**src/hw/vle_pkg.sv**
```systemverilog
`default_nettype none
package vle_pkg;

  // ----------------------------------------------------------------
  // Sizes
  // ----------------------------------------------------------------
  localparam int VCH_COUNT = 8;
  localparam int LCH_COUNT = 4;
  localparam int PCH_COUNT = 8;
  localparam int TCH_COUNT = 4;
  localparam int FB_OBJ_COUNT = 20;
  localparam logic [4:0] FB_COUNT = 5'h14;
  localparam logic [4:0] FB_BASE = 5'h08;
  localparam logic [3:0] VIN_MAX = 4'h8;
  localparam int SRC_COUNT = 24;
  localparam logic [1:0] NFUNC_MAX = 2'h3;

  // ----------------------------------------------------------------
  // Timing
  // ----------------------------------------------------------------
  localparam int CLK_PERIOD_NS = 20;
  localparam int TICK_MS = 10;
  localparam int TICK_CYCLES = (TICK_MS * 1000000) / CLK_PERIOD_NS;
  localparam int TICK_W = 19;
  localparam int SEC_MS = 1000;
  localparam logic [6:0] SEC_TICKS = 7'(SEC_MS / TICK_MS);
  localparam logic [15:0] VCNT_LAST = 16'h0001;
  localparam logic [7:0] PRESS_SAT = 8'hff;

  // ----------------------------------------------------------------
  // Register indices (word address on the register port)
  // ----------------------------------------------------------------
  localparam logic [7:0] REG_GLOBAL = 8'h00;
  localparam logic [7:0] REG_STAT_V = 8'h01;
  localparam logic [7:0] REG_STAT_L = 8'h02;
  localparam logic [7:0] REG_MASK_V = 8'h03;
  localparam logic [7:0] REG_MASK_L = 8'h04;
  localparam logic [7:0] REG_STATE = 8'h05;
  localparam logic [7:0] REG_VCH_BASE = 8'h10;
  localparam logic [7:0] REG_LCFG_BASE = 8'h20;
  localparam logic [7:0] REG_LSRC_BASE = 8'h28;

  // Reset values
  localparam logic [7:0] SHORT_RST = 8'h05;
  localparam logic [7:0] LONG_RST = 8'h64;
  localparam logic [1:0] NFUNC_RST = 2'h1;

  // ----------------------------------------------------------------
  // Gate functions
  // ----------------------------------------------------------------
  typedef enum logic [2:0] {
    GATE_AND = 3'h0,
    GATE_NAND = 3'h1,
    GATE_OR = 3'h2,
    GATE_NOR = 3'h3,
    GATE_XOR = 3'h4,
    GATE_XNOR = 3'h5
  } vle_gate_e;

  // ----------------------------------------------------------------
  // Carriers
  // ----------------------------------------------------------------
  // Event bits of one channel, also the status and mask layout
  typedef struct packed {
    logic long_p;
    logic short_p;
    logic fall_p;
    logic rise_p;
  } vle_ev_s;

  // Virtual channel configuration word: [24] pol, [20:16] src, [15:0] timeout
  typedef struct packed {
    logic pol;
    logic [4:0] src;
    logic [15:0] timeout;
  } vle_vcfg_s;

  // Logic channel word A: [27:25] f3 [24:22] f2 [21:19] f1 [18] pol
  // [17:16] nfunc [15:8] long [7:0] short
  typedef struct packed {
    logic [2:0] f3;
    logic [2:0] f2;
    logic [2:0] f1;
    logic pol;
    logic [1:0] nfunc;
    logic [7:0] long_n;
    logic [7:0] short_n;
  } vle_lcfg_s;

  // Logic channel word B: four 5-bit source selects, input 1 lowest
  typedef logic [3:0][4:0] vle_lsrc_t;

endpackage
`default_nettype wire

```
**src/hw/vle_press.sv**
```systemverilog
`timescale 1ns/10ps
`default_nettype none
module vle_press (
  // Clock and reset
  input wire logic mclk,
  input wire logic rst,
  // Channel state and timing
  input wire logic state,
  input wire logic tick,
  input wire logic [7:0] short_n,
  input wire logic [7:0] long_n,
  // Press events
  output logic short_p,
  output logic long_p
);

  logic prev_q;
  logic done_q;
  logic [7:0] cnt_q;

  // Press length in ticks, saturating so a stuck high cannot wrap
  always_ff @(posedge mclk) begin
    if (rst) begin
      prev_q <= 1'b0;
      cnt_q <= 8'h00;
    end else begin
      prev_q <= state;
      if (state && !prev_q) begin
        cnt_q <= 8'h00;
      end else if (state && tick && cnt_q != vle_pkg::PRESS_SAT) begin
        cnt_q <= cnt_q + 8'h01;
      end
    end
  end

  // Long press once per high phase; short on release inside the window
  always_ff @(posedge mclk) begin
    if (rst) begin
      done_q <= 1'b0;
      long_p <= 1'b0;
      short_p <= 1'b0;
    end else begin
      long_p <= 1'b0;
      short_p <= 1'b0;
      if (state && !prev_q) begin
        done_q <= 1'b0;
      end else if (state && !done_q && cnt_q >= long_n) begin
        long_p <= 1'b1;
        done_q <= 1'b1;
      end
      if (!state && prev_q) begin
        short_p <= !done_q && cnt_q >= short_n;
      end
    end
  end
endmodule // vle_press
`default_nettype wire

```
**src/hw/vle_events.sv**
```systemverilog
`timescale 1ns/10ps
`default_nettype none
// Notes on behaviour
// - Virtual state is object value xor polarity
// - Every telegram to source gives short press
// - Telegram restarts timeout; expiry gives long press
// - Timeout 0..65535 s; zero disables long press
// - Object value edges give rise and fall
// - Virtual source is one single-bit object only
// - One to three gate functions, default one
// - Gates: AND NAND OR NOR XOR XNOR
// - Inputs select physical, virtual, logic or timer
// - Gates use channel states, not events
// - Logic state is result xor polarity
// - Result edges give rise and fall
// - Short press: release between short and long
// - Long threshold n ticks, default 100
// - Long press when held to threshold
// - Only enabled virtual inputs accept telegrams
module vle_events #(
  parameter int TICK_CYC = vle_pkg::TICK_CYCLES
) (
  // Clock and reset
  input wire logic mclk,
  input wire logic rst,
  // Register port
  input wire logic [7:0] reg_addr,
  input wire logic [31:0] reg_wdata,
  input wire logic reg_wr,
  input wire logic reg_rd,
  output logic [31:0] reg_rdata,
  // Telegrams to general virtual inputs
  input wire logic tg_valid,
  input wire logic [2:0] tg_index,
  input wire logic tg_value,
  // Writes to single-bit function block objects
  input wire logic fb_valid,
  input wire logic [4:0] fb_index,
  input wire logic fb_value,
  // States of the other channel groups
  input wire logic [7:0] phys_state,
  input wire logic [3:0] timer_state,
  // Channel states and events
  output logic [7:0] vch_state,
  output logic [3:0] lch_state,
  output vle_pkg::vle_ev_s [7:0] vch_ev,
  output vle_pkg::vle_ev_s [3:0] lch_ev,
  // Interrupt
  output logic irq
);

  // ----------------------------------------------------------------
  // Helpers
  // ----------------------------------------------------------------
  // Unknown op codes fall back to AND
  function automatic logic gate_fn(input logic [2:0] op, input logic a, input logic b);
    case (op)
      vle_pkg::GATE_NAND: gate_fn = !(a && b);
      vle_pkg::GATE_OR: gate_fn = a || b;
      vle_pkg::GATE_NOR: gate_fn = !(a || b);
      vle_pkg::GATE_XOR: gate_fn = a ^ b;
      vle_pkg::GATE_XNOR: gate_fn = !(a ^ b);
      default: gate_fn = a && b;
    endcase
  endfunction

  // Value of a selected single-bit object; out of range reads zero
  function automatic logic obj_sel(input logic [4:0] src, input logic [7:0] vin,
                                   input logic [19:0] fb);
    logic [4:0] k;
    k = src - vle_pkg::FB_BASE;
    if (src < vle_pkg::FB_BASE) begin
      obj_sel = vin[src[2:0]];
    end else if (k < vle_pkg::FB_COUNT) begin
      obj_sel = fb[k];
    end else begin
      obj_sel = 1'b0;
    end
  endfunction

  // Whether an accepted write this cycle targets the selected object
  function automatic logic obj_hit(input logic [4:0] src, input logic tg_ok,
                                   input logic [2:0] tg_i, input logic fb_ok,
                                   input logic [4:0] fb_i);
    if (src < vle_pkg::FB_BASE) begin
      obj_hit = tg_ok && tg_i == src[2:0];
    end else begin
      obj_hit = fb_ok && fb_i == 5'(src - vle_pkg::FB_BASE);
    end
  endfunction

  // ----------------------------------------------------------------
  // Configuration registers
  // ----------------------------------------------------------------
  logic [3:0] num_vin_q;
  vle_pkg::vle_vcfg_s vcfg_q [vle_pkg::VCH_COUNT];
  vle_pkg::vle_lcfg_s lcfg_q [vle_pkg::LCH_COUNT];
  vle_pkg::vle_lsrc_t lsrc_q [vle_pkg::LCH_COUNT];
  logic [31:0] mask_v_q;
  logic [15:0] mask_l_q;
  logic [31:0] stat_v_q;
  logic [15:0] stat_l_q;

  logic [7:0] woff;
  assign woff = reg_addr - vle_pkg::REG_VCH_BASE;
  logic [7:0] loff;
  assign loff = reg_addr - vle_pkg::REG_LCFG_BASE;
  logic [7:0] soff;
  assign soff = reg_addr - vle_pkg::REG_LSRC_BASE;

  // Software writes; counts above their limits are clamped
  always_ff @(posedge mclk) begin
    if (rst) begin
      num_vin_q <= 4'h0;
      mask_v_q <= 32'h0000_0000;
      mask_l_q <= 16'h0000;
      for (int i = 0; i < vle_pkg::VCH_COUNT; i++) begin
        vcfg_q[i] <= '0;
      end
      for (int i = 0; i < vle_pkg::LCH_COUNT; i++) begin
        lcfg_q[i] <= '{f3: 3'h0, f2: 3'h0, f1: 3'h0, pol: 1'b0,
                       nfunc: vle_pkg::NFUNC_RST, long_n: vle_pkg::LONG_RST,
                       short_n: vle_pkg::SHORT_RST};
        lsrc_q[i] <= '0;
      end
    end else if (reg_wr) begin
      if (reg_addr == vle_pkg::REG_GLOBAL) begin
        num_vin_q <= (reg_wdata[3:0] > vle_pkg::VIN_MAX) ? vle_pkg::VIN_MAX
                                                         : reg_wdata[3:0];
      end
      if (reg_addr == vle_pkg::REG_MASK_V) begin
        mask_v_q <= reg_wdata;
      end
      if (reg_addr == vle_pkg::REG_MASK_L) begin
        mask_l_q <= reg_wdata[15:0];
      end
      if (woff < 8'(vle_pkg::VCH_COUNT)) begin
        vcfg_q[woff[2:0]] <= '{pol: reg_wdata[24], src: reg_wdata[20:16],
                               timeout: reg_wdata[15:0]};
      end
      if (loff < 8'(vle_pkg::LCH_COUNT)) begin
        lcfg_q[loff[1:0]] <= reg_wdata[27:0];
        if (reg_wdata[17:16] == 2'h0) begin
          lcfg_q[loff[1:0]].nfunc <= vle_pkg::NFUNC_RST;
        end
      end
      if (soff < 8'(vle_pkg::LCH_COUNT)) begin
        lsrc_q[soff[1:0]] <= reg_wdata[19:0];
      end
    end
  end

  // ----------------------------------------------------------------
  // Ticks
  // ----------------------------------------------------------------
  localparam logic [vle_pkg::TICK_W-1:0] TICK_LAST = vle_pkg::TICK_W'(TICK_CYC - 1);
  logic [vle_pkg::TICK_W-1:0] tick_cnt_q;
  logic [6:0] sec_cnt_q;
  logic tick;
  logic sec_tick;
  assign tick = tick_cnt_q == TICK_LAST;
  assign sec_tick = tick && sec_cnt_q == 7'(vle_pkg::SEC_TICKS - 7'h01);

  // Free-running divider; the first period after a restart is partial
  always_ff @(posedge mclk) begin
    if (rst) begin
      tick_cnt_q <= '0;
      sec_cnt_q <= 7'h00;
    end else begin
      tick_cnt_q <= tick ? '0 : tick_cnt_q + 1'b1;
      if (sec_tick) begin
        sec_cnt_q <= 7'h00;
      end else if (tick) begin
        sec_cnt_q <= sec_cnt_q + 7'h01;
      end
    end
  end

  // ----------------------------------------------------------------
  // Object store
  // ----------------------------------------------------------------
  logic tg_ok;
  logic fb_ok;
  logic [7:0] vin_q;
  logic [19:0] fb_q;
  assign tg_ok = tg_valid && {1'b0, tg_index} < num_vin_q;
  assign fb_ok = fb_valid && fb_index < vle_pkg::FB_COUNT;

  // Disabled inputs drop their telegrams without a trace
  always_ff @(posedge mclk) begin
    if (rst) begin
      vin_q <= 8'h00;
      fb_q <= 20'h00000;
    end else begin
      if (tg_ok) begin
        vin_q[tg_index] <= tg_value;
      end
      if (fb_ok) begin
        fb_q[fb_index] <= fb_value;
      end
    end
  end

  // ----------------------------------------------------------------
  // Virtual channels
  // ----------------------------------------------------------------
  logic [7:0] vobj_d;
  logic [7:0] vobj_q;
  logic [7:0] vhit;
  logic [7:0] vlong;
  logic [15:0] vcnt_q [vle_pkg::VCH_COUNT];
  logic [7:0] varm_q;

  // Object selection and telegram hits per channel
  always_comb begin
    for (int i = 0; i < vle_pkg::VCH_COUNT; i++) begin
      vobj_d[i] = obj_sel(vcfg_q[i].src, vin_q, fb_q);
      vhit[i] = obj_hit(vcfg_q[i].src, tg_ok, tg_index, fb_ok, fb_index);
      vlong[i] = !vhit[i] && sec_tick && varm_q[i] && vcnt_q[i] == vle_pkg::VCNT_LAST;
      vch_state[i] = vobj_q[i] ^ vcfg_q[i].pol;
    end
  end

  // Inactivity timer in seconds; a telegram always reloads it
  always_ff @(posedge mclk) begin
    if (rst) begin
      varm_q <= 8'h00;
      for (int i = 0; i < vle_pkg::VCH_COUNT; i++) begin
        vcnt_q[i] <= 16'h0000;
      end
    end else begin
      for (int i = 0; i < vle_pkg::VCH_COUNT; i++) begin
        if (vhit[i]) begin
          vcnt_q[i] <= vcfg_q[i].timeout;
          varm_q[i] <= vcfg_q[i].timeout != 16'h0000;
        end else if (sec_tick && varm_q[i]) begin
          vcnt_q[i] <= vcnt_q[i] - 16'h0001;
          varm_q[i] <= vcnt_q[i] != vle_pkg::VCNT_LAST;
        end
      end
    end
  end

  // Registered events; edges follow the object value itself
  always_ff @(posedge mclk) begin
    if (rst) begin
      vobj_q <= 8'h00;
      vch_ev <= '0;
    end else begin
      vobj_q <= vobj_d;
      for (int i = 0; i < vle_pkg::VCH_COUNT; i++) begin
        vch_ev[i].rise_p <= vobj_d[i] && !vobj_q[i];
        vch_ev[i].fall_p <= !vobj_d[i] && vobj_q[i];
        vch_ev[i].short_p <= vhit[i];
        vch_ev[i].long_p <= vlong[i];
      end
    end
  end

  // ----------------------------------------------------------------
  // Logic channels
  // ----------------------------------------------------------------
  logic [vle_pkg::SRC_COUNT-1:0] src_vec;
  logic [3:0] lres_d;
  logic [3:0] lres_q;
  logic [3:0] lshort;
  logic [3:0] llong;
  logic [3:0] lrise_q;
  logic [3:0] lfall_q;

  // Registered logic states feed back so chains cannot loop
  assign src_vec = {timer_state, lch_state, vch_state, phys_state};

  // Gate chain per channel; later gates only count when selected
  always_comb begin
    for (int i = 0; i < vle_pkg::LCH_COUNT; i++) begin
      logic [3:0] in;
      logic r;
      in = 4'h0;
      for (int j = 0; j < 4; j++) begin
        in[j] = (lsrc_q[i][j] < 5'(vle_pkg::SRC_COUNT)) ? src_vec[lsrc_q[i][j]] : 1'b0;
      end
      r = gate_fn(lcfg_q[i].f1, in[0], in[1]);
      if (lcfg_q[i].nfunc >= 2'h2) begin
        r = gate_fn(lcfg_q[i].f2, r, in[2]);
      end
      if (lcfg_q[i].nfunc >= vle_pkg::NFUNC_MAX) begin
        r = gate_fn(lcfg_q[i].f3, r, in[3]);
      end
      lres_d[i] = r;
    end
  end

  // Result, state and edge events, one clock behind the sources
  always_ff @(posedge mclk) begin
    if (rst) begin
      lres_q <= 4'h0;
      lch_state <= 4'h0;
      lrise_q <= 4'h0;
      lfall_q <= 4'h0;
    end else begin
      lres_q <= lres_d;
      for (int i = 0; i < vle_pkg::LCH_COUNT; i++) begin
        lch_state[i] <= lres_d[i] ^ lcfg_q[i].pol;
        lrise_q[i] <= lres_d[i] && !lres_q[i];
        lfall_q[i] <= !lres_d[i] && lres_q[i];
      end
    end
  end

  // Press timing on the logic state, one detector per channel
  for (genvar g = 0; g < vle_pkg::LCH_COUNT; g++) begin : g_press
    vle_press u_press (
      .mclk(mclk),
      .rst(rst),
      .state(lch_state[g]),
      .tick(tick),
      .short_n(lcfg_q[g].short_n),
      .long_n(lcfg_q[g].long_n),
      .short_p(lshort[g]),
      .long_p(llong[g])
    );
    // One driver for the whole event word of each logic channel
    assign lch_ev[g] = '{long_p: llong[g], short_p: lshort[g],
                         fall_p: lfall_q[g], rise_p: lrise_q[g]};
  end

  // ----------------------------------------------------------------
  // Interrupt status and read port
  // ----------------------------------------------------------------
  logic [31:0] clr_v;
  logic [15:0] clr_l;
  assign clr_v = (reg_wr && reg_addr == vle_pkg::REG_STAT_V) ? reg_wdata : 32'h0000_0000;
  assign clr_l = (reg_wr && reg_addr == vle_pkg::REG_STAT_L) ? reg_wdata[15:0] : 16'h0000;

  // Write one to clear; a new event in the same cycle wins
  always_ff @(posedge mclk) begin
    if (rst) begin
      stat_v_q <= 32'h0000_0000;
      stat_l_q <= 16'h0000;
    end else begin
      stat_v_q <= (stat_v_q & ~clr_v) | vch_ev;
      stat_l_q <= (stat_l_q & ~clr_l) | lch_ev;
    end
  end

  assign irq = |(stat_v_q & mask_v_q) || |(stat_l_q & mask_l_q);

  // Read data stand for one cycle only; unmapped reads return zero
  always_ff @(posedge mclk) begin
    if (rst) begin
      reg_rdata <= 32'h0000_0000;
    end else begin
      reg_rdata <= 32'h0000_0000;
      if (reg_rd) begin
        if (reg_addr == vle_pkg::REG_GLOBAL) begin
          reg_rdata <= 32'(num_vin_q);
        end else if (reg_addr == vle_pkg::REG_STAT_V) begin
          reg_rdata <= stat_v_q;
        end else if (reg_addr == vle_pkg::REG_STAT_L) begin
          reg_rdata <= 32'(stat_l_q);
        end else if (reg_addr == vle_pkg::REG_MASK_V) begin
          reg_rdata <= mask_v_q;
        end else if (reg_addr == vle_pkg::REG_MASK_L) begin
          reg_rdata <= 32'(mask_l_q);
        end else if (reg_addr == vle_pkg::REG_STATE) begin
          reg_rdata <= {20'h00000, lch_state, vch_state};
        end else if (woff < 8'(vle_pkg::VCH_COUNT)) begin
          reg_rdata <= {7'h00, vcfg_q[woff[2:0]].pol, 3'h0, vcfg_q[woff[2:0]].src,
                        vcfg_q[woff[2:0]].timeout};
        end else if (loff < 8'(vle_pkg::LCH_COUNT)) begin
          reg_rdata <= 32'(lcfg_q[loff[1:0]]);
        end else if (soff < 8'(vle_pkg::LCH_COUNT)) begin
          reg_rdata <= 32'(lsrc_q[soff[1:0]]);
        end
      end
    end
  end
endmodule // vle_events
`default_nettype wire

```
**config.mk**
```make
export PLATFORM = sky130hd
export DESIGN_NAME = vle_events
export DESIGN_NICKNAME = d
export VERILOG_FILES = /design/src/hw/vle_pkg.sv /design/src/hw/vle_press.sv /design/src/hw/vle_events.sv
export SDC_FILE = /design/constraint.sdc
export NUM_CORES = 2
export LEC_CHECK = 0
export ABC_CLOCK_PERIOD_IN_PS = 5040
export BUFFER_PORTS_ARGS = -buffer_cell sky130_fd_sc_hd__buf_4
export CAP_MARGIN = 40
export CORE_UTILIZATION = 25
export DETAILED_ROUTE_END_ITERATION = 6
export SYNTH_ARGS = -nofsm -noshare
export SYNTH_HDL_FRONTEND = slang
export SYNTH_SLANG_ARGS = --single-unit
```
**constraint.sdc**
```tcl
create_clock -name mclk -period 5.04 [get_ports mclk]
set_clock_uncertainty 0.1 [all_clocks]
set_input_delay 0.252 -clock mclk [delete_from_list [all_inputs] [get_ports mclk]]
set_output_delay 0.252 -clock mclk [all_outputs]
set_load 0.02 [all_outputs]
```
### After elaboration in Yosys (flattened, before gate mapping)

Memory sizes are Yosys's and may differ from the RTL's.
Index checks and enable logic that the tools add are counted.

* register bits after elaboration: 298
* memory bits (writable): 496
* memories kept: 4

Memories
* vcfg_q: depth 8, width 22, rd ports 9, clocked after Yosys merged registers in 0, write ports 8, line vle_events.sv:96 `vle_pkg::vle_vcfg_s vcfg_q [vle_pkg::VCH_COUNT];`
* vcnt_q: depth 8, width 16, rd ports 8, clocked after Yosys merged registers in 0, write ports 8, line vle_events.sv:211 `logic [15:0] vcnt_q [vle_pkg::VCH_COUNT];`
* lcfg_q: depth 4, width 28, rd ports 5, clocked after Yosys merged registers in 0, write ports 4, line vle_events.sv:97 `vle_pkg::vle_lcfg_s lcfg_q [vle_pkg::LCH_COUNT];`
* lsrc_q: depth 4, width 20, rd ports 5, clocked after Yosys merged registers in 0, write ports 4, line vle_events.sv:98 `vle_pkg::vle_lsrc_t lsrc_q [vle_pkg::LCH_COUNT];`

* add/subtract/negate cells: 25
* $lt $le $gt $ge: 90
* equal/unequal tests: 103
* mux-type cells: 263
* bitwise operators: 54
* reduce and logical (&&, ||, !) cells: 250

Operator list (count)
* 16-bit two-way mux: 17
* 1-bit two-way mux: 179
* 5-bit by 6-bit < comparator with 1-bit output, second input constant: 25
* 28-bit two-way mux: 5
* 16-bit by 1-bit == test with 1-bit output, second input constant: 8
* 32-bit two-way mux: 4
* 16-bit by 1-bit inequality test with 1-bit output, second input constant: 8
* 16-bit nonzero test: 8
* 16-bit by 1-bit subtractor with 16-bit output, second input constant: 8
* 5-bit < comparator, second input constant: 25
* 1-bit binary-select mux with 5-bit select: 24
* 1-bit logical AND: 119
* 1-bit logical NOT: 80
* 3-bit by 2-bit == test with 1-bit output, second input constant: 24
* 3-bit == test, second input constant: 24
* 32-bit bitwise AND: 2
* 8-bit greater-or-equal comparator: 8
* 1-bit one-hot mux with 5 select lines: 12
* 5-bit == test: 8
* 5-bit by 4-bit < comparator with 1-bit output, second input constant: 8
* 20-bit two-way mux: 2
* 5-bit by 4-bit subtractor with 5-bit output, second input constant: 8
* 3-bit by 1-bit == test with 1-bit output, second input constant: 12
* 3-bit by 4-bit < comparator with 1-bit output, second input constant: 9
* other kinds (48): 158

### Longest topological paths before layout

An unclocked memory read counts as a cell.

* depth after elaboration: 18
* depth in mapped cells: 25

### Cells and area by module

Synthesis repeated with hierarchy kept, for this count alone.

* cell total of the unflattened synthesis: 4197
* area, all modules: 45723.9 µm²

By module, submodules not included
* vle_events: instances 1, cells an instance 3769, area each 42010.3 µm²
* vle_press: instances 4, cells an instance 107, area each 928.4 µm²

### Worst setup path after synthesis

Ideal clock, no wire load.

* path kind: register to register
* start point: mem lsrc_q[0][5] (netlist name)
* end point: reg lch_state[0]
* setup time: 128 ps
* arrival: 4840 ps
* data required time: 4812 ps
* setup slack: -28 ps
* cell stages (with the launch flop): 22
* path buffers: 1
* period minus slack after synthesis: 5068 ps
* path through: edfxtp_1 > clkbuf_1 > mux4_2 > mux4_2 > mux2_2 > ha_1 > xnor2_1 > a211o_1 > a2bb2oi_1 > inv_1 > ha_1 > xnor2_1 > a311oi_1 > o21a_1 > a21oi_1 > ha_1 > xor2_1 > a22oi_1 > nand4_1 > o211ai_1 > xor2_1 > nor2_1

RTL lines
* start, declared: line vle_events.sv:98
* end signal, assigned by index: line vle_events.sv:304 `lch_state[i] <= lres_d[i] ^ lcfg_q[i].pol;`
* end, declared: line vle_events.sv:45 `output logic [3:0] lch_state,`

==> results.sh <==
export IMPL_final_layout_size_suffix_gt1_share_pct=20.8
export IMPL_netlist_area_leader_share_pct=32.5
export IMPL_met3RoutedLength_um=16400
export IMPL_synth_cells=4181
export IMPL_regToRegStartpoint="lsrc_q[1][5]$_SDFFCE_PN0P_"
export IMPL_die_area_um2=185000
export IMPL_period_minus_slack_ns=5.10
export IMPL_synth_lib_cells_used_distinct=76
export IMPL_detailedRoute_firstIterationViolations=4816
export IMPL_global_route_wire_length_before_repair_um=251000
export IMPL_detailedPlacementHpwl_um=129000
export IMPL_io_pins=161
export IMPL_timing_hold_worst_class="primary input to flop"
export IMPL_initial_core_utilization_pct=25.3
export IMPL_cts_buffers_inserted=92
export IMPL_global_route_usage_total_pct=18.5
export IMPL_first_global_vias=34700
export IMPL_relSlewSlack_pct=25.0
export IMPL_cts_buffer_depth=3
export IMPL_post_route_cell_area_um2=55000
export IMPL_die_w_um=430
export IMPL_top_layer="met4"
export IMPL_wirelength_um=177000
export IMPL_post_route_period_util_pct=101
export IMPL_ys_top_cells_by_area="edfxtp_1 32%, dfxtp_1 13%, mux4_2 13%"
export IMPL_required_ns=5.60
export IMPL_startpoint="lsrc_q[1][5]$_SDFFCE_PN0P_"
export IMPL_flow_area_growth_from_synthesis_pct=19.9
export IMPL_num_rows=156
export IMPL_htreeDepth=3
export IMPL_routed_via_count=36700
export IMPL_finalHoldViolCount=0
export IMPL_drcViolationCount=0
export IMPL_netlist_top_cell_by_area="edfxtp_1"
export IMPL_drv_slew=0
export IMPL_violations_in_the_final_reports="setup timing"
export IMPL_crit_path_max_fanout=5
export IMPL_final_cell_mix="496 x edfxtp_1, 354 x nand2_1, 347 x buf_4, 332 x nor2_1, 294 x dfxtp_1"
export IMPL_async_flop_share_pct=0
export IMPL_crit_path_end_kind="flop"
export IMPL_power_static_leakage_nw=20.5
export IMPL_drt_first_pass_iters=6
export IMPL_grt_max_degree=127
export IMPL_place_area_um2=50400
export IMPL_worst_skew_pair_late_latency_ns=0.74
export IMPL_dieHeight_um=430
export IMPL_nets=4578
export IMPL_cts_root_buffer_cell="clkbuf_16"
export IMPL_worst_r2r_cell_count=23
export IMPL_number_of_synthesized_flops_with_an_enable_pin=496
export IMPL_totalNegativeSetupSlack_ns=-0.189
export IMPL_clkSinkCount=794
export IMPL_routabilityCongestion=0.960
export IMPL_cp_endpoint="lfall_q[1]$_SDFF_PP0_"
export IMPL_fmax_mhz=196
export IMPL_layout_setup_ws_ns=-0.0633
export IMPL_grt_ovfl_total=0
export IMPL_mean_number_of_vias_per_cell=5.37
export IMPL_vdd_drop_max_mv=0.308
export IMPL_synth_fp_nets=4381
export IMPL_prevailing_post_synth_register_cell="edfxtp_1"
export IMPL_seq_area_frac_synth_pct=45.5
export IMPL_ant_nets=0
export IMPL_power_per_cell_area_nw_per_um2=316
export IMPL_tritoncts="done"
export IMPL_cp_start_kind="flop"
export IMPL_route_detailed_wl_per_inst_um=25.8
export IMPL_number_of_antenna_violations_at_the_first_check_in_global_routing=26
export IMPL_mostFrequentLayoutCell="edfxtp_1"
export IMPL_worstPathArrival_ns=5.66
export IMPL_r2r_end="lfall_q[1]$_SDFF_PP0_"
export IMPL_outcome="finished, violations left"
export IMPL_io_buffers=160
export IMPL_worst_slew_pin_transition_ns=1.13
export IMPL_avgSynthCellArea_um2=11.0
export IMPL_cell_area_after_synthesis_um2=45900
export IMPL_minimum_setup_slack_among_reg_to_reg_paths_ns=-0.06
export IMPL_routed_wl_met2_um=83800
export IMPL_finalSetupViolations=4
export IMPL_cts_reportedPaths_clkPinSlew_ns=0.06
export IMPL_worstSetupPathType="flop to flop"
export IMPL_ys_seq_elements=794
export IMPL_yosys_warnings=0
export IMPL_core_um2=182000
export IMPL_grt_setup_unrepaired="true"
export IMPL_maxCapViolations=0
export IMPL_route_layer_met1_wl_um=66300
where the power goes:
group | leakage (nW) | switching, mW | internal, mW | total [mW]
sequential | 7.28 | 0.384 | 7.14 | 7.52
clock | 1.69 | 3.01 | 4.72 | 7.73
combinational | 11.5 | 1.18 | 0.943 | 2.12
total | 20.5 | 4.57 | 12.8 | 17.4
stage by stage:
step	utilization (%)	total power, mW	worst slack [ns]	std cells	hold WS, ns
floorplan	-	8.67	0.0937	4181	0.288
global placement	27.7	9.52	-0.531	6573	0.289
detailed placement	27.7	9.56	-0.617	6584	0.307
CTS	30.1	17.3	0.0245	6817	0.00245
global route	30.3	17.8	-0.250	6829	0.0155
finish	30.3	17.4	-0.0633	6840	0.0593
kinds of logic after synthesis:
family                   Yosys count  share of synthesized area, %
buffers and inverters            473                          4.19
AO/OA/AOI/OAI                    584                          8.67
AND/OR/NAND/NOR                 1563                          17.8
adder cells (fa/ha/maj)          132                          3.60
multiplexers                     383                          15.4
flip-flops                       794                          45.5
XOR/XNOR                         252                          4.81
registers in the layout, indices dropped and copies added, names as in the netlist, 8 cells and up:
register,flops
stat_v_q,32
varm_q,8
stat_l_q,16
lcfg_q,112
g_press.u_press.cnt_q,32
lsrc_q,80
vin_q,8
vcnt_q,128
vobj_q,8
mask_l_q,16
tick_cnt_q,19
mask_v_q,32
fb_q,20
vch_ev,32
vcfg_q,176
reg_rdata,32
worst min path at each step:
stage / startpoint / endpoint / slack [ns] / cells after the start
after floorplan: reg_wdata[21] / mask_v_q[21]$_SDFFE_PP0P_ / 0.29 / 2
after global placement: lres_q[0]$_SDFF_PP0_ / lrise_q[0]$_SDFF_PP0_ / 0.29 / 1
after detailed placement: lres_q[3]$_SDFF_PP0_ / lrise_q[3]$_SDFF_PP0_ / 0.31 / 1
after CTS: reg_rd / reg_rdata[0]$_SDFF_PP0_ / 0.002 / 3
after global routing: reg_rd / reg_rdata[0]$_SDFF_PP0_ / 0.02 / 3
final: reg_rd / reg_rdata[0]$_SDFF_PP0_ / 0.06 / 3
what timing repair did:
item                       in CTS  in global routing
hold buffers                   45                  0
pin swaps                      30                 59
gates cloned                    0                  0
hold endpoints to repair      270                  0
gates resized for setup        45                 53
setup endpoints to repair      16                 16
buffers inserted               15                 10
final cells by class:
| cell class | count | area (um^2) |
|---|---|---|
| Inverter | 153 | 577 |
| Tap cell | 2370 | 2970 |
| Clock buffer | 117 | 2520 |
| Multi-Input combinational cell | 2914 | 23600 |
| Clock inverter | 56 | 980 |
| Sequential cell | 794 | 20900 |
| Antenna cell | 13 | 32.5 |
| Fill cell | 18400 | 127000 |
| Timing Repair Buffer | 423 | 3470 |
synth_stat cells, drive strengths merged, types with 8 or more instances:
library cell	instances
nor4b	14
nor3	78
mux4	256
o2111ai	11
a21o	43
nand2	354
a211oi	14
inv	151
xor2	106
buf	89
or2	13
nand2b	44
nor3b	14
o31a	9
and2	202
a22o	10
nor4	94
a311oi	12
nand3	80
mux2	29
nor2	338
a211o	9
a22oi	26
dfxtp	298
a221oi	19
o211ai	11
nand4	57
o2bb2ai	87
or4	10
xnor2	146
a2111oi	9
nand3b	15
mux2i	98
ha	132
clkbuf	231
o21a	8
o21ai	68
a21oi	202
edfxtp	496
and3	143
or3	29
and3b	16
nor2b	42
critical path, stage by stage (launching register included):
cell and delay (ns):
edfxtp_1 0.34, buf_6 0.13, mux4_2 0.48, mux4_2 0.49, mux2_4 0.31, ha_4 0.25
xnor2_2 0.12, a211o_1 0.30, a2bb2oi_2 0.17, buf_4 0.16, buf_6 0.10, ha_4 0.18
xor2_1 0.15, nor2_1 0.08, o21a_1 0.19, a21oi_2 0.21, inv_1 0.07, ha_2 0.20
xnor2_2 0.13, a22oi_1 0.18, nand4_1 0.11, o211ai_1 0.24, buf_4 0.20, and3b_1 0.14
metal layers:
| metal | up-vias | global-route usage [%] |
|---|---|---|
| li1 | 15900 | - |
| met1 | 18400 | 23.2 |
| met2 | 2067 | 30.6 |
| met3 | 425 | 3.51 |
| met4 | 0 | 8.87 |
| met5 | - | 0 |
Power figures use the tool's default switching activity.
